<file path="src/pkg/ras_cfg.svh">
/*
 * return address stack constants: register offsets, field positions,
 * reset values, vectors and memory sizes.
 * assumes inclusion by bare name from design files.
 */
`ifndef RAS_CFG_SVH
`define RAS_CFG_SVH

// ---------------------------------------------------------------
// register offsets on the plain register port
// ---------------------------------------------------------------
`define RAS_OFF_PTR 4'h0
`define RAS_OFF_TOP_LOW 4'h1
`define RAS_OFF_TOP_HIGH 4'h2
`define RAS_OFF_TOP_UPPER 4'h3
`define RAS_OFF_CTRL 4'h4

// ---------------------------------------------------------------
// field positions of the pointer register
// ---------------------------------------------------------------
`define RAS_PTR_FULL_BIT 7
`define RAS_PTR_UNF_BIT 6

// ---------------------------------------------------------------
// widths, depth, vectors and reset values
// ---------------------------------------------------------------
`define RAS_PC_W 21
`define RAS_SP_W 5
`define RAS_DEPTH 31
`define RAS_SP_MAX 5'h1f
`define RAS_SP_RST 5'h00
`define RAS_VEC_RESET 21'h000000
`define RAS_VEC_HIGH 21'h000008
`define RAS_VEC_LOW 21'h000018
`define RAS_MEM_4K 21'h001000
`define RAS_MEM_8K 21'h002000
`define RAS_PC_STEP 21'h000002

`endif

</file>
<file path="src/pkg/ras_pkg.sv">
/*
 * return address stack types.
 * assumes nothing of its surroundings.
 */
package ras_pkg;
    // stack operation requested by the core sequencer
    typedef enum logic [2:0] {
        RAS_OP_NONE,
        RAS_OP_CALL,
        RAS_OP_INT,
        RAS_OP_RET
    } ras_op_t;
endpackage

</file>
<file path="src/ras_stack.sv">
/*
 * return address stack with program counter, vectors and software
 * access to pointer and top entry over a plain register port.
 * assumes the core sequencer drives one request pulse per cycle and
 * that software masks interrupts around stack register access.
 */
`timescale 1ns/1ps
`include "ras_cfg.svh"

// What this block does
// - 21-bit program counter; fetches beyond implemented memory read zero.
// - implemented program memory is 4 or 8 Kbytes, a build choice.
// - reset vector 0000h, interrupt vectors 0008h and 0018h.
// - stack holds up to 31 return addresses of calls and interrupts.
// - push pc on call, relative call and interrupt acknowledge.
// - pop top entry into pc on any return kind.
// - calls and returns leave pc upper and high latches unchanged.
// - 31 words of 21 bits, 5-bit pointer cleared by every reset.
// - pointer zero has no storage; entries live at 1 to 31.
// - push increments pointer then writes the return address.
// - pop reads the addressed word then decrements pointer.
// - stack memory is private, outside program and data spaces.
// - software reads and writes pointer and top entry registers.
// - status bits show full or overflow, and underflow.
// - top registers always show the word at the current pointer.
// - return after software writes top registers uses written values.
// - fetch bus is separate from the data register bus.
// - acknowledged interrupt pushes pc and loads the vector.
// - full flag sets after 31 pushes; only software or power-on clears.
// - overflow reset on: 31st push stores pc+2, resets, flag stays.
// - overflow reset off: pointer holds at 31, no overwrite.
// - pop when empty loads zero, sets underflow, pointer stays zero.
module ras_stack #(
    parameter bit BIG_MEM = 1'b0
) (
    // clock and reset
    input wire logic clk_sys_i,
    input wire logic rst_n_i,
    input wire logic por_i,
    // configuration
    input wire logic overflow_reset_enable_i,
    // core sequencer requests
    input wire ras_pkg::ras_op_t op_i,
    input wire logic op_valid_i,
    input wire logic int_high_i,
    input wire logic [20:0] call_target_i,
    input wire logic global_int_enable_high_i,
    input wire logic global_int_enable_low_i,
    // register port
    input wire logic [3:0] reg_addr_i,
    input wire logic [7:0] reg_wdata_i,
    input wire logic reg_wr_i,
    input wire logic reg_rd_i,
    output logic [7:0] reg_rdata_o,
    // pc, fetch and status
    output logic [20:0] pc_o,
    output logic fetch_zero_o,
    output logic [4:0] pc_upper_latch_o,
    output logic [7:0] pc_high_latch_o,
    output logic stack_full_flag_o,
    output logic stack_underflow_flag_o,
    output logic stack_reset_o
);

    // ---------------------------------------------------------------
    // state
    // ---------------------------------------------------------------
    typedef struct packed {
        logic [20:0] pc;
        logic [4:0] sp;
        logic full;
        logic unf;
        logic [4:0] lat_u;
        logic [7:0] lat_h;
        logic [7:0] rdata;
        logic fzero;
        logic srst;
    } ras_state_t;

    ras_state_t r;
    ras_state_t next_r;
    // private stack storage, index 0 unused
    logic [20:0] mem [1:31];
    logic mem_we;
    logic [4:0] mem_wa;
    logic [20:0] mem_wd;
    logic [20:0] top;
    // high when a push this cycle sets the full flag
    logic full_set;

    // memory limit for zero fetch
    function automatic logic beyond(input logic [20:0] a);
        beyond = BIG_MEM ? (a >= `RAS_MEM_8K) : (a >= `RAS_MEM_4K);
    endfunction

    // word at pointer, zero when empty
    always_comb
    begin
        top = (r.sp == `RAS_SP_RST) ? '0 : mem[r.sp];
    end

    // ---------------------------------------------------------------
    // next state
    // ---------------------------------------------------------------
    always_comb
    begin
        next_r = r;
        next_r.srst = 1'b0;
        mem_we = 1'b0;
        mem_wa = r.sp;
        mem_wd = top;
        // 30th to 31st push, or push at 31, raises the full flag
        full_set = op_valid_i && (op_i == ras_pkg::RAS_OP_CALL ||
            op_i == ras_pkg::RAS_OP_INT) && r.sp >= `RAS_SP_MAX - 5'h01;
        if (op_valid_i && (op_i == ras_pkg::RAS_OP_CALL ||
            op_i == ras_pkg::RAS_OP_INT))
        begin
            // push; latches untouched
            if (op_i == ras_pkg::RAS_OP_INT)
                next_r.pc = int_high_i ? `RAS_VEC_HIGH : `RAS_VEC_LOW;
            else
                next_r.pc = call_target_i;
            if (r.sp == `RAS_SP_MAX)
            begin
                next_r.full = 1'b1;
            end
            else if (r.sp == `RAS_SP_MAX - 5'h01)
            begin
                // 31st push
                next_r.full = 1'b1;
                mem_we = 1'b1;
                mem_wa = `RAS_SP_MAX;
                if (overflow_reset_enable_i)
                begin
                    mem_wd = r.pc + `RAS_PC_STEP;
                    next_r.sp = `RAS_SP_RST;
                    next_r.pc = `RAS_VEC_RESET;
                    next_r.srst = 1'b1;
                end
                else
                begin
                    mem_wd = r.pc;
                    next_r.sp = `RAS_SP_MAX;
                end
            end
            else
            begin
                next_r.sp = r.sp + 5'h01;
                mem_we = 1'b1;
                mem_wa = r.sp + 5'h01;
                mem_wd = r.pc;
            end
        end
        else if (op_valid_i && op_i == ras_pkg::RAS_OP_RET)
        begin
            if (r.sp == `RAS_SP_RST)
            begin
                next_r.pc = `RAS_VEC_RESET;
                next_r.unf = 1'b1;
            end
            else
            begin
                next_r.pc = top;
                next_r.sp = r.sp - 5'h01;
            end
        end
        else if (op_valid_i)
        begin
            next_r.pc = r.pc + `RAS_PC_STEP;
        end
        // software register writes
        if (reg_wr_i)
        begin
            case (reg_addr_i)
                `RAS_OFF_PTR:
                begin
                    next_r.sp = reg_wdata_i[4:0];
                    // flags clear-only; a hardware set in the same
                    // cycle wins over the software clear
                    if (!reg_wdata_i[`RAS_PTR_FULL_BIT] && !full_set)
                        next_r.full = 1'b0;
                    if (!reg_wdata_i[`RAS_PTR_UNF_BIT] &&
                        !(op_valid_i && op_i == ras_pkg::RAS_OP_RET &&
                        r.sp == `RAS_SP_RST))
                        next_r.unf = 1'b0;
                end
                `RAS_OFF_TOP_LOW:
                begin
                    mem_we = (r.sp != `RAS_SP_RST);
                    mem_wa = r.sp;
                    mem_wd = {top[20:8], reg_wdata_i};
                end
                `RAS_OFF_TOP_HIGH:
                begin
                    mem_we = (r.sp != `RAS_SP_RST);
                    mem_wa = r.sp;
                    mem_wd = {top[20:16], reg_wdata_i, top[7:0]};
                end
                `RAS_OFF_TOP_UPPER:
                begin
                    mem_we = (r.sp != `RAS_SP_RST);
                    mem_wa = r.sp;
                    mem_wd = {reg_wdata_i[4:0], top[15:0]};
                end
                `RAS_OFF_CTRL:
                begin
                    next_r.lat_h = reg_wdata_i;
                end
                default:
                begin
                    next_r.lat_u = next_r.lat_u;
                end
            endcase
        end
        // read data, one cycle later
        next_r.rdata = 8'h00;
        if (reg_rd_i)
        begin
            case (reg_addr_i)
                `RAS_OFF_PTR:
                    next_r.rdata = {r.full, r.unf, 1'b0, r.sp};
                `RAS_OFF_TOP_LOW:
                    next_r.rdata = top[7:0];
                `RAS_OFF_TOP_HIGH:
                    next_r.rdata = top[15:8];
                `RAS_OFF_TOP_UPPER:
                    next_r.rdata = {3'h0, top[20:16]};
                `RAS_OFF_CTRL:
                    next_r.rdata = r.lat_h;
                default:
                    next_r.rdata = 8'h00;
            endcase
        end
        next_r.fzero = beyond(next_r.pc);
    end

    // ---------------------------------------------------------------
    // registers; flags kept across non power-on resets
    // ---------------------------------------------------------------
    always_ff @(posedge clk_sys_i)
    begin
        if (!rst_n_i)
        begin
            r.pc <= `RAS_VEC_RESET;
            r.sp <= `RAS_SP_RST;
            r.lat_u <= 5'h00;
            r.lat_h <= 8'h00;
            r.rdata <= 8'h00;
            r.fzero <= 1'b0;
            r.srst <= 1'b0;
            if (por_i)
            begin
                r.full <= 1'b0;
                r.unf <= 1'b0;
            end
        end
        else
        begin
            r <= next_r;
        end
    end

    // stack storage write port
    // pointer zero has no word behind it, so writes there are dropped
    always_ff @(posedge clk_sys_i)
    begin
        if (mem_we && mem_wa != `RAS_SP_RST)
            mem[mem_wa] <= mem_wd;
    end

    // outputs straight from flops
    assign reg_rdata_o = r.rdata;
    assign pc_o = r.pc;
    assign fetch_zero_o = r.fzero;
    assign pc_upper_latch_o = r.lat_u;
    assign pc_high_latch_o = r.lat_h;
    assign stack_full_flag_o = r.full;
    assign stack_underflow_flag_o = r.unf;
    assign stack_reset_o = r.srst;

    // ---------------------------------------------------------------
    // checks
    // ---------------------------------------------------------------
    // pointer movement and stored words
    a_push_incr: assert property
        (@(posedge clk_sys_i) disable iff (!rst_n_i)
        (op_valid_i && op_i == ras_pkg::RAS_OP_CALL && !reg_wr_i &&
        r.sp < 5'h1e) |=> r.sp == $past(r.sp) + 5'h01)
        else $error("push did not advance pointer");
    a_push_store: assert property
        (@(posedge clk_sys_i) disable iff (!rst_n_i)
        (op_valid_i && op_i == ras_pkg::RAS_OP_CALL && !reg_wr_i &&
        r.sp < 5'h1e) |=> top == $past(r.pc))
        else $error("push stored wrong word");
    a_pop_decr: assert property
        (@(posedge clk_sys_i) disable iff (!rst_n_i)
        (op_valid_i && op_i == ras_pkg::RAS_OP_RET && !reg_wr_i &&
        r.sp != 5'h00) |=> r.sp == $past(r.sp) - 5'h01)
        else $error("pop did not drop pointer");
    a_pop_loads: assert property
        (@(posedge clk_sys_i) disable iff (!rst_n_i)
        (op_valid_i && op_i == ras_pkg::RAS_OP_RET) |=>
        r.pc == $past(top))
        else $error("return loaded wrong pc");
    a_under_flag: assert property
        (@(posedge clk_sys_i) disable iff (!rst_n_i)
        (op_valid_i && op_i == ras_pkg::RAS_OP_RET && r.sp == 5'h00) |=>
        r.unf && r.sp == 5'h00 && r.pc == 21'h000000)
        else $error("underflow mishandled");
    a_int_vector: assert property
        (@(posedge clk_sys_i) disable iff (!rst_n_i)
        (op_valid_i && op_i == ras_pkg::RAS_OP_INT) |=> r.srst ||
        r.pc == ($past(int_high_i) ? 21'h000008 : 21'h000018))
        else $error("interrupt vector wrong");

    // full, overflow and flag lifetime
    a_hold_max: assert property
        (@(posedge clk_sys_i) disable iff (!rst_n_i)
        (r.sp == 5'h1f && op_valid_i && op_i == ras_pkg::RAS_OP_CALL &&
        !reg_wr_i) |=> r.sp == 5'h1f && r.full)
        else $error("pointer left 31 on push");
    a_no_overwrite: assert property
        (@(posedge clk_sys_i) disable iff (!rst_n_i)
        (r.sp == 5'h1f && op_valid_i && op_i == ras_pkg::RAS_OP_CALL &&
        !reg_wr_i) |=> top == $past(top))
        else $error("push at 31 overwrote the top word");
    a_ovf_reset: assert property
        (@(posedge clk_sys_i) disable iff (!rst_n_i)
        (r.sp == 5'h1e && overflow_reset_enable_i && op_valid_i &&
        op_i == ras_pkg::RAS_OP_CALL && !reg_wr_i) |=>
        r.srst && r.full && r.sp == 5'h00 ##1 !r.srst)
        else $error("overflow reset wrong");
    a_srst_pulse: assert property
        (@(posedge clk_sys_i) disable iff (!rst_n_i)
        r.srst |=> !r.srst)
        else $error("stack reset longer than one cycle");
    a_full_sticky: assert property
        (@(posedge clk_sys_i) disable iff (!rst_n_i)
        (r.full && !reg_wr_i) |=> r.full)
        else $error("full flag dropped without software");
    a_unf_sticky: assert property
        (@(posedge clk_sys_i) disable iff (!rst_n_i)
        (r.unf && !reg_wr_i) |=> r.unf)
        else $error("underflow flag dropped without software");
    a_por_flags: assert property
        (@(posedge clk_sys_i)
        (!rst_n_i && por_i) |=> !r.full && !r.unf)
        else $error("power-on reset kept a flag");

    // reset, latches, top writes and fetch
    a_reset_state: assert property
        (@(posedge clk_sys_i)
        !rst_n_i |=> r.sp == 5'h00 && r.pc == 21'h000000)
        else $error("reset left pointer or pc");
    a_latch_keep: assert property
        (@(posedge clk_sys_i) disable iff (!rst_n_i)
        (op_valid_i && !reg_wr_i) |=> $stable(r.lat_h))
        else $error("latch changed by call");
    a_top_low: assert property
        (@(posedge clk_sys_i) disable iff (!rst_n_i)
        (reg_wr_i && reg_addr_i == 4'h1 && r.sp != 5'h00 && !op_valid_i)
        |=> top == {$past(top[20:8]), $past(reg_wdata_i)})
        else $error("low top write touched other bits");
    a_fetch_high: assert property
        (@(posedge clk_sys_i) disable iff (!rst_n_i)
        r.pc >= 21'h002000 |-> r.fzero)
        else $error("fetch beyond memory not zero");
    a_fetch_low: assert property
        (@(posedge clk_sys_i) disable iff (!rst_n_i)
        r.pc < 21'h001000 |-> !r.fzero)
        else $error("fetch inside memory read as zero");
endmodule
</file>
<file path="config.mk">
export PLATFORM = sky130hd
export DESIGN_NAME = ras_stack
export DESIGN_NICKNAME = d
export VERILOG_FILES = /design/src/pkg/ras_pkg.sv /design/src/ras_stack.sv
export VERILOG_INCLUDE_DIRS = /design/src /design/src/pkg
export SDC_FILE = /design/constraint.sdc
export NUM_CORES = 1
export LEC_CHECK = 0
export BUFFER_PORTS_ARGS = -buffer_cell sky130_fd_sc_hd__buf_2
export CAP_MARGIN = 20
export CORE_ASPECT_RATIO = 1.25
export CORE_MARGIN = 4
export CORE_UTILIZATION = 35
export CTS_CLUSTER_SIZE = 20
export DETAILED_ROUTE_END_ITERATION = 10
export MAX_ROUTING_LAYER = met4
export PLACE_DENSITY = 0.56
export SETUP_SLACK_MARGIN = 0.2
export SYNTH_ARGS = -nofsm -noshare
export SYNTH_HDL_FRONTEND = slang
export SYNTH_SLANG_ARGS = --single-unit
</file>
<file path="constraint.sdc">
create_clock -name clk_sys_i -period 6.15 [get_ports clk_sys_i]
set_input_delay 1.23 -clock clk_sys_i [delete_from_list [all_inputs] [get_ports clk_sys_i]]
set_output_delay 1.23 -clock clk_sys_i [all_outputs]
set_load 0.05 [all_outputs]
</file>
==> results of run 1 <==
==> routing by layer <==
metal	global-route usage	wire, um	vias to the layer above
li1	-	-	7095
met1	0.222	31500	8739
met2	0.323	42600	582
met3	0.0227	4030	167
met4	0.0847	3940	0
met5	-	0	-
==> worst register-to-register path, delay by kind of cell (launching register included) <==
| family | cells | cell delay, ns |
|---|---|---|
| AND/OR/NAND/NOR | 5 | 1.82 |
| adder cells (fa/ha/maj) | 2 | 0.79 |
| flip-flops | 1 | 0.75 |
| buffers and inverters | 2 | 0.47 |
| multiplexers | 1 | 0.39 |
==> metrics by stage <==
stage          area [sq um]  power (mW)  setup slack (ns)
2_1_floorplan         29400        6.40              1.53
6_report              33200        10.8              1.63
4_1_cts               33200        10.9              1.62
3_5_place_dp          31100        6.95              1.59
5_1_grt               33200        11.2              1.40
3_3_place_gp          31100        6.92              1.59
==> cell type report <==
class                      instances  area share
sequential                       697       0.617
tap                             1080      0.0407
timing repair buffer             158      0.0311
clock buffer                      74      0.0513
inverter                          14     0.00158
clock inverter                    42      0.0112
multi-input combinational        884       0.247
==> final timing paths <==
path,start,endpoint,depth (start not counted)
worst max-delay path,r[26],mem[5][6],10
worst min-delay path,pc_high_latch_o[0],pc_high_latch_o[0],2
worst max register to register,r[26],mem[5][6],10
worst min register to register,pc_high_latch_o[0],pc_high_latch_o[0],2
==> flip-flops by register name (all words and copies together) (netlist names) <==
register and cells:
reg_rdata_o 8, stack_underflow_flag_o 1, pc_high_latch_o 8, stack_full_flag_o 1, pc_o 21, fetch_zero_o 1, r 5, mem 651
stack_reset_o 1
==> where the power goes <==
part | switching, mW | internal (mW)
Clock | 1.74 | 2.25
Sequential | 0.0581 | 5.48
Combinational | 0.911 | 0.394
==> placed cells by master, fill, tap and decap left out, drive strengths merged, types with 8 or more instances in the layout <==
cell      n
a22oi    23
o22ai    15
inv      17
o21ai    46
nand4    13
mux4    159
nand2   109
nor3     13
buf     158
nor2    119
a31oi     8
xor2     11
mux2      9
or2      10
mux2i    54
dfxtp    44
a211o     9
or3       8
a21oi    69
xnor2    25
nand3    36
a211oi   12
clkbuf   74
clkinv   27
o211ai   20
edfxtp  653
==> cells by family (layout without fill, tap and decap cells) <==
logic type / count (synthesis) / after routing / share of synthesized area
adder cells (fa/ha/maj): 7 / 7 / 0.00298
XOR/XNOR: 36 / 36 / 0.0107
multiplexers: 222 / 222 / 0.144
other: 1 / 5 / 0.000128
flip-flops: 697 / 697 / 0.698
AO/OA/AOI/OAI: 263 / 263 / 0.0601
AND/OR/NAND/NOR: 351 / 351 / 0.0546
buffers and inverters: 156 / 288 / 0.0295
==> flow_metrics.env, run 1 <==
export IMPL_ys_top_cells_by_area="edfxtp_1 67%, mux4_2 12%, dfxtp_1 3.0%"
export IMPL_gp_congestion=0.887
export IMPL_grt_pass1_vias=17000
export IMPL_cp_max_fo=43
export IMPL_num_vias=16600
export IMPL_die_h_um=332
export IMPL_drc_errors=0
export IMPL_ys_async_sr_fraction=0
export IMPL_dieArea_sq_mm=0.0887
export IMPL_slowest_stage="dfxtp_4"
export IMPL_n_antenna_cell=0
export IMPL_drive_gt1_frac=0.263
export IMPL_clk_pin_slew_ns=0.06
export IMPL_antenna_found_initial=0
export IMPL_p_leak_nw=10.5
export IMPL_avgSynthCellArea_sq_um=16.9
export IMPL_pin_count=92
export IMPL_synthToLayoutAreaGrowth_pct=13.0
export IMPL_slowest_delay_ns=0.75
export IMPL_synthMostInstantiatedCell="edfxtp_1"
export IMPL_wl_per_cell_um=27.8
export IMPL_yosys_area_top_type="edfxtp_1"
export IMPL_drt_iter0_drc=1426
export IMPL_critPathLaunchType="register"
export IMPL_grt_pass1_wl_mm=119
export IMPL_maxSlewViolCount=0
export IMPL_crit_type="reg -> reg"
export IMPL_drv_cap=0
export IMPL_multi_input_area_sq_mm=0.00819
export IMPL_core_area_sq_mm=0.0830
export IMPL_crit_required_ns=6.45
export IMPL_dp_cells=2832
export IMPL_hpwl_mm=50.6
export IMPL_register_area_sq_mm=0.0205
export IMPL_clock_fmax_ghz=0.221
export IMPL_arrival_ns=4.82
export IMPL_final_util=0.400
export IMPL_rsz0062_at_grt="no"
export IMPL_clock_sinks=697
export IMPL_holdCritPathClass="reg -> reg"
export IMPL_worstPathCellList="ha_1, and3_1, ha_1, inv_1, and3_1, nand3_1, mux2_2, or3_1, nor2_2, buf_12"
export IMPL_yosysUniqueCellTypes=74
export IMPL_status="complete, no violations"
export IMPL_start_util=0.354
export IMPL_rows=118
export IMPL_track_usage=0.188
export IMPL_synth_top_area_frac=0.668
export IMPL_post_cts_buffers=0
export IMPL_dr_pass1_iters=5
export IMPL_synth_edf_count=653
export IMPL_cts_resized=0
export IMPL_syn_inst=1733
export IMPL_synth_seq_cells=697
export IMPL_numPortBuffers=84
export IMPL_path_delay_family="simple AND/OR/NAND/NOR gates"
export IMPL_critical_path_endpoint_type="register"
export IMPL_synth_warnings=0
export IMPL_p_per_area_mw_per_mm2=326
export IMPL_tritoncts="done"
export IMPL_worst_slew_pin_slew_ns=1.10
export IMPL_fin_nets=1875
export IMPL_cts_buffers=67
export IMPL_cts_root_buffer="clkbuf_16"
export IMPL_ctsHoldBuffers=0
export IMPL_hold_violations=0
export IMPL_grt_start_max_net_pins=106
export IMPL_drtAntennaViolNets=0
export IMPL_finalCritPeriodShare=0.736
export IMPL_cts_max_path_buffers=3
export IMPL_tns_ns=0
export IMPL_clock_latency_ns=0.61
export IMPL_ir_worst_vdd_v=0.000218
export IMPL_syn_area_sq_mm=0.0294
export IMPL_setup_violations_final=0
export IMPL_fillers=7490
export IMPL_path_buf_inv=2
export IMPL_seq_area_frac_synth=0.698
export IMPL_fin_crit_ns=4.52
export IMPL_synth_flop_cell="edfxtp_1"
export IMPL_final_cells=2949
export IMPL_slew_headroom=0.262
export IMPL_clock_skew_ns=0.0172
export IMPL_overflow=0
export IMPL_ys_top_cells_by_count="653 x edfxtp_1, 154 x mux4_2, 119 x nor2_1"
export IMPL_h_tree_depth=3
export IMPL_avgViaCountPerCell=5.62
export IMPL_holdWs_ns=0.518
export IMPL_die_w_um=267
export IMPL_r2r_setup_slack_ns=1.63
export IMPL_routed_wl_mm=82.1
Note: power is estimated with default switching activity, not from simulation.
==> inputs of run 2 (changes only) <==
==> constraint.sdc (replaced) <==
create_clock -name clk_sys_i -period 4.7 [get_ports clk_sys_i]
set_input_delay 0.94 -clock clk_sys_i [delete_from_list [all_inputs] [get_ports clk_sys_i]]
set_output_delay 0.94 -clock clk_sys_i [all_outputs]
set_load 0.05 [all_outputs]
==> run 2 against run 1 <==
Largest power group unchanged. First-iteration DRC count increased by 23%. Highest routed layer unchanged. Sequential cell count stayed put. Setup slack got worse by 0.84 ns.
==> flow_metrics.env, run 2 (synthesis results as in run 1) <==
export IMPL_status="complete, no violations"
export IMPL_cts_root_buffer="clkbuf_16"
export IMPL_clock_fmax_ghz=0.255
export IMPL_track_usage=0.188
export IMPL_clock_latency_ns=0.61
export IMPL_power_internal_mw=10.6
export IMPL_crit_required_ns=4.95
export IMPL_cts_buffers=66
export IMPL_clock_sinks=697
export IMPL_hold_violations=0
export IMPL_holdCritPathClass="reg -> reg"
export IMPL_ctsHoldBuffers=0
export IMPL_dr_pass1_iters=5
export IMPL_largest_reg_flops=651
export IMPL_die_h_um=332
export IMPL_clk_pin_slew_ns=0.06
export IMPL_min_to="pc_high_latch_o[4]"
export IMPL_finalCritPeriodShare=0.833
export IMPL_num_vias=16500
export IMPL_pin_count=92
export IMPL_setup_violations_final=0
export IMPL_fin_nets=1916
export IMPL_hold_path_cell_count=2
export IMPL_fin_crit_ns=3.92
export IMPL_design_area_sq_mm=0.0335
export IMPL_start_util=0.354
export IMPL_drt_iter0_drc=1756
export IMPL_clkPwrFrac=0.362
export IMPL_largest_register="mem"
export IMPL_hpwl_mm=52.3
export IMPL_rsz0062_at_grt="no"
export IMPL_drive_gt1_frac=0.276
export IMPL_numPortBuffers=84
export IMPL_die_w_um=267
export IMPL_grt_pass1_vias=17000
export IMPL_tritoncts="done"
export IMPL_cts_max_path_buffers=3
export IMPL_layout_common_cells="653 x edfxtp_1, 154 x mux4_2, 109 x nand2_1, 107 x buf_4, 88 x nor2_1"
export IMPL_dieArea_sq_mm=0.0887
export IMPL_maxSlewViolCount=0
export IMPL_gp_congestion=0.886
export IMPL_drtAntennaViolNets=0
export IMPL_r2r_start="r[27]"
export IMPL_r2r_setup_slack_ns=0.78
export IMPL_hp_start="pc_high_latch_o[4]"
export IMPL_wl_per_cell_um=27.3
export IMPL_pwr_share_comb=0.126
export IMPL_p_sw_frac=0.248
export IMPL_antenna_found_initial=3
export IMPL_power_frac_seq=0.512
export IMPL_h_tree_depth=3
export IMPL_avgViaCountPerCell=5.53
export IMPL_crit_type="reg -> reg"
export IMPL_final_common_cell="edfxtp_1"
export IMPL_p_per_area_mw_per_mm2=420
export IMPL_p_total_mw=14.1
export IMPL_routed_wl_mm=81.7
export IMPL_drv_cap=0
export IMPL_worst_slew_pin_slew_ns=1.16
export IMPL_ir_worst_vdd_v=0.000251
export IMPL_critical_path_endpoint_type="register"
export IMPL_rr_worst_depth=11
export IMPL_grt_start_max_net_pins=76
export IMPL_slew_headroom=0.225
export IMPL_reg2reg_to="mem[23][3]"
export IMPL_place_area_sq_mm=0.0315
export IMPL_post_cts_buffers=0
export IMPL_p_leak_nw=10.7
export IMPL_drc_errors=0
export IMPL_synthToLayoutAreaGrowth_pct=14.1
export IMPL_grt_pass1_wl_mm=119
export IMPL_rows=118
export IMPL_core_area_sq_mm=0.0830
export IMPL_critPathLaunchType="register"
export IMPL_tns_ns=0
export IMPL_cts_resized=0
export IMPL_clock_skew_ns=0.0173
export IMPL_cp_max_fo=31
export IMPL_overflow=0
export IMPL_p_switching_mw=3.50
export IMPL_arrival_ns=4.16
run 2: metrics by stage:
step | hold WS [ns] | setup WS (ns) | util | cells
after detailed placement | 0.489 | 0.822 | 0.379 | 2873
after CTS | 0.501 | 0.831 | 0.403 | 2986
final | 0.497 | 0.784 | 0.404 | 2990
after floorplan | 0.449 | 0.397 | - | 1737
after global routing | 0.521 | 0.626 | 0.404 | 2990
after global placement | 0.481 | 0.858 | 0.379 | 2873
run 2: cell type report:
| class | count | area [sq um] |
|---|---|---|
| clock inverters | 36 | 277 |
| clock buffers | 77 | 1740 |
| inverters | 14 | 52.6 |
| repair buffers | 200 | 1390 |
| multi-input cells | 884 | 8190 |
| diodes | 2 | 5.00 |
| flip-flops and latches | 697 | 20500 |
| well taps | 1080 | 1350 |
| fillers | 7546 | 49500 |
run 2: how the worst max path moves through the flow:
stage,start,to,slack [ns],cells past startpoint
6_report,r[27],mem[23][3],0.78,11
5_1_grt,r[27],mem[23][3],0.63,11
4_1_cts,r[27],mem[4][8],0.83,11
3_5_place_dp,overflow_reset_enable_i,mem[27][14],0.82,8
3_3_place_gp,r[27],fetch_zero_o,0.86,8
2_1_floorplan,r[25],mem[10][8],0.40,12
run 2: critical path: stages, from the launching register on:
cell	delay [ns]
dfxtp_2	0.67
buf_4	0.40
and3_1	0.23
ha_1	0.16
inv_1	0.14
nand3_1	0.13
buf_4	0.34
nor3_1	0.18
a31oi_1	0.37
nand3_1	0.27
nor2_2	0.18
buf_4	0.45
run 2: per-layer routing:
layer  GRT usage  up-vias  routed length, um
met5           -        -                  0
met4      0.0720        0               3140
met3      0.0229      150               3780
met2       0.331      555              43200
met1       0.221     8657              31500
li1            -     7179                  -
run 2: power groups by stage:
stage / logic [mW] / registers [mW] / clock network, mW
2_1_floorplan: 1.02 / 7.35 / 0
3_3_place_gp: 1.74 / 7.35 / 0
3_5_place_dp: 1.77 / 7.35 / 0
4_1_cts: 1.78 / 7.22 / 5.21
5_1_grt: 1.88 / 7.22 / 5.46
6_report: 1.77 / 7.22 / 5.10
==> inputs of run 3 (changes only) <==
--- a/config.mk
+++ b/config.mk
@@ -6,6 +6,7 @@
 export SDC_FILE = /design/constraint.sdc
 export NUM_CORES = 1
 export LEC_CHECK = 0
+export ABC_AREA = 1
 export BUFFER_PORTS_ARGS = -buffer_cell sky130_fd_sc_hd__buf_2
 export CAP_MARGIN = 20
 export CORE_ASPECT_RATIO = 1.25
==> constraint.sdc (replaced) <==
create_clock -name clk_sys_i -period 3.9 [get_ports clk_sys_i]
set_input_delay 0.78 -clock clk_sys_i [delete_from_list [all_inputs] [get_ports clk_sys_i]]
set_output_delay 0.78 -clock clk_sys_i [all_outputs]
set_load 0.05 [all_outputs]
==> run 3 against run 2 <==
Synthesized cell count up 68%. Largest cell class unchanged. Largest power group unchanged. Combinational power up 19%. Register-to-register slack worse by 0.45 ns.
==> flow_metrics.env, run 3 <==
export IMPL_yosys_area_top_type="edfxtp_1"
export IMPL_cts_resized=0
export IMPL_r2r_setup_slack_ns=0.33
export IMPL_syn_area_sq_mm=0.0307
export IMPL_drive_gt1_frac=0.131
export IMPL_critical_path_endpoint_type="register"
export IMPL_start_util=0.352
export IMPL_synth_seq_cells=697
export IMPL_grt_start_max_net_pins=89
export IMPL_drtAntennaViolNets=0
export IMPL_tritoncts="done"
export IMPL_p_per_area_mw_per_mm2=486
export IMPL_rsz0062_at_grt="no"
export IMPL_gp_congestion=0.941
export IMPL_avgSynthCellArea_sq_um=10.5
export IMPL_critPathLaunchType="register"
export IMPL_cts_buffers=67
export IMPL_status="complete, no violations"
export IMPL_holdWs_ns=0.405
export IMPL_holdCritPathClass="in -> reg"
export IMPL_fin_crit_ns=3.57
export IMPL_avgViaCountPerCell=5.09
export IMPL_antenna_found_initial=1
export IMPL_ctsHoldBuffers=0
export IMPL_hp_start="call_target_i[10]"
export IMPL_fillers=8283
export IMPL_layout_common_cells="675 x nand2_1, 653 x edfxtp_1, 372 x nor2_1, 313 x o21ai_0, 179 x inv_1"
export IMPL_synthToLayoutAreaGrowth_pct=14.5
export IMPL_syn_inst=2920
export IMPL_ys_async_sr_fraction=0
export IMPL_synth_flop_cell="edfxtp_1"
export IMPL_drt_iter0_drc=1767
export IMPL_hpwl_mm=56.6
export IMPL_tns_ns=0
export IMPL_p_leak_nw=13.0
export IMPL_ys_top_cells_by_area="edfxtp_1 64%, nand2_1 8.3%, o21ai_0 5.2%"
export IMPL_dp_cells=4123
export IMPL_die_w_um=273
export IMPL_dpl_worst_slack_ns=0.357
export IMPL_yosysUniqueCellTypes=48
export IMPL_design_area_sq_mm=0.0351
export IMPL_fin_nets=3078
export IMPL_core_area_sq_mm=0.0871
export IMPL_cts_root_buffer="clkbuf_16"
export IMPL_routed_wl_mm=88.9
export IMPL_ir_worst_vdd_v=0.000366
export IMPL_final_cells=4245
export IMPL_track_usage=0.194
export IMPL_synthMostInstantiatedCell="nand2_1"
export IMPL_arrival_ns=4.01
export IMPL_clock_latency_ns=0.63
export IMPL_timing_final_ws_setup_ns=0.330
export IMPL_slew_headroom=0.495
export IMPL_clock_fmax_ghz=0.280
export IMPL_largest_reg_flops=651
export IMPL_seq_area_frac_synth=0.668
export IMPL_drc_errors=0
export IMPL_clk_pin_slew_ns=0.07
export IMPL_final_common_cell="nand2_1"
export IMPL_synth_top_area_frac=0.639
export IMPL_p_total_mw=17.1
export IMPL_dr_pass1_iters=5
export IMPL_post_cts_buffers=0
export IMPL_h_tree_depth=3
export IMPL_grt_pass1_vias=20500
export IMPL_maxSlewViolCount=0
export IMPL_synth_warnings=0
export IMPL_cp_startpoint="r[25]"
export IMPL_dieArea_sq_mm=0.0925
export IMPL_overflow=0
export IMPL_wl_per_cell_um=21.0
export IMPL_crit_required_ns=4.34
export IMPL_die_h_um=339
export IMPL_largest_register="mem"
export IMPL_num_vias=21600
export IMPL_hold_violations=0
export IMPL_crit_type="reg -> reg"
export IMPL_finalCritPeriodShare=0.915
export IMPL_grt_pass1_wl_mm=131
export IMPL_clock_skew_ns=0.0285
export IMPL_drv_cap=0
export IMPL_cp_max_fo=72
export IMPL_rows=121
export IMPL_cts_max_path_buffers=3
export IMPL_numPortBuffers=84
export IMPL_worst_slew_pin_slew_ns=0.753
export IMPL_place_area_sq_mm=0.0329
export IMPL_pin_count=92
export IMPL_ys_top_cells_by_count="675 x nand2_1, 653 x edfxtp_1, 405 x nor2_1"
export IMPL_final_util=0.403
export IMPL_synth_edf_count=653
export IMPL_clock_sinks=697
export IMPL_r2r_start="r[25]"
export IMPL_setup_violations_final=0
run 3: cell types whose count changed after synthesis, sizes merged, moves of 54 or more:
cell,delta
nand2,+568
mux2i,-54
o21ai,+308
o22ai,+69
nor2,+291
inv,+172
mux4,-159
nand3,+63
run 3: routing by layer:
| layer | global-route usage | wire length, um |
|---|---|---|
| met1 | 0.239 | 37000 |
| met2 | 0.321 | 43800 |
| met3 | 0.0275 | 4560 |
| met4 | 0.0802 | 3630 |
| met5 | - | 0 |
run 3: power by group:
| group | switching [mW] | total [mW] | leakage (nW) | internal [mW] |
|---|---|---|---|---|
| combinational | 1.56 | 2.11 | 5.61 | 0.546 |
| clock | 2.77 | 6.39 | 1.03 | 3.62 |
| sequential | 0.0582 | 8.55 | 6.34 | 8.50 |
run 3: critical path, cell delays in order, from the launching register on:
cell	delay [ns]
dfxtp_4	0.60
inv_8	0.26
buf_4	0.27
ha_1	0.22
a21oi_1	0.14
buf_4	0.29
inv_1	0.22
o21ai_1	0.65
o21ai_0	0.16
nand2_1	0.08
o21ai_0	0.12
inv_1	0.14
buf_12	0.20
run 3: final timing paths:
check                                          end  depth (start not counted)
worst max-delay path                    mem[22][1]                         12
worst min register to register  pc_high_latch_o[3]                          2
worst min-delay path                      pc_o[10]                          3
worst max register to register          mem[22][1]                         12
run 3: layout make-up:
type | instances | area, sq um | area share
Multi-Input combinational cell | 1839 | 8490 | 0.242
Tap cell | 1168 | 1460 | 0.0416
Inverter | 189 | 722 | 0.0206
Sequential cell | 697 | 20500 | 0.584
Clock buffer | 84 | 1790 | 0.0511
Antenna cell | 1 | 2.50 | 0.0000713
Clock inverter | 36 | 345 | 0.00983
Timing Repair Buffer | 231 | 1810 | 0.0514
run 3: logic make-up (layout without fill, tap and decap cells):
kind of cell             Yosys count  count (layout)  share of synthesized area
AND/OR/NAND/NOR                 1227            1227                      0.159
flip-flops                       697             697                      0.668
AO/OA/AOI/OAI                    585             585                      0.104
buffers and inverters            388             540                     0.0617
XOR/XNOR                          15              15                    0.00428
adder cells (fa/ha/maj)            7               7                    0.00285
other                              1               6                   0.000122
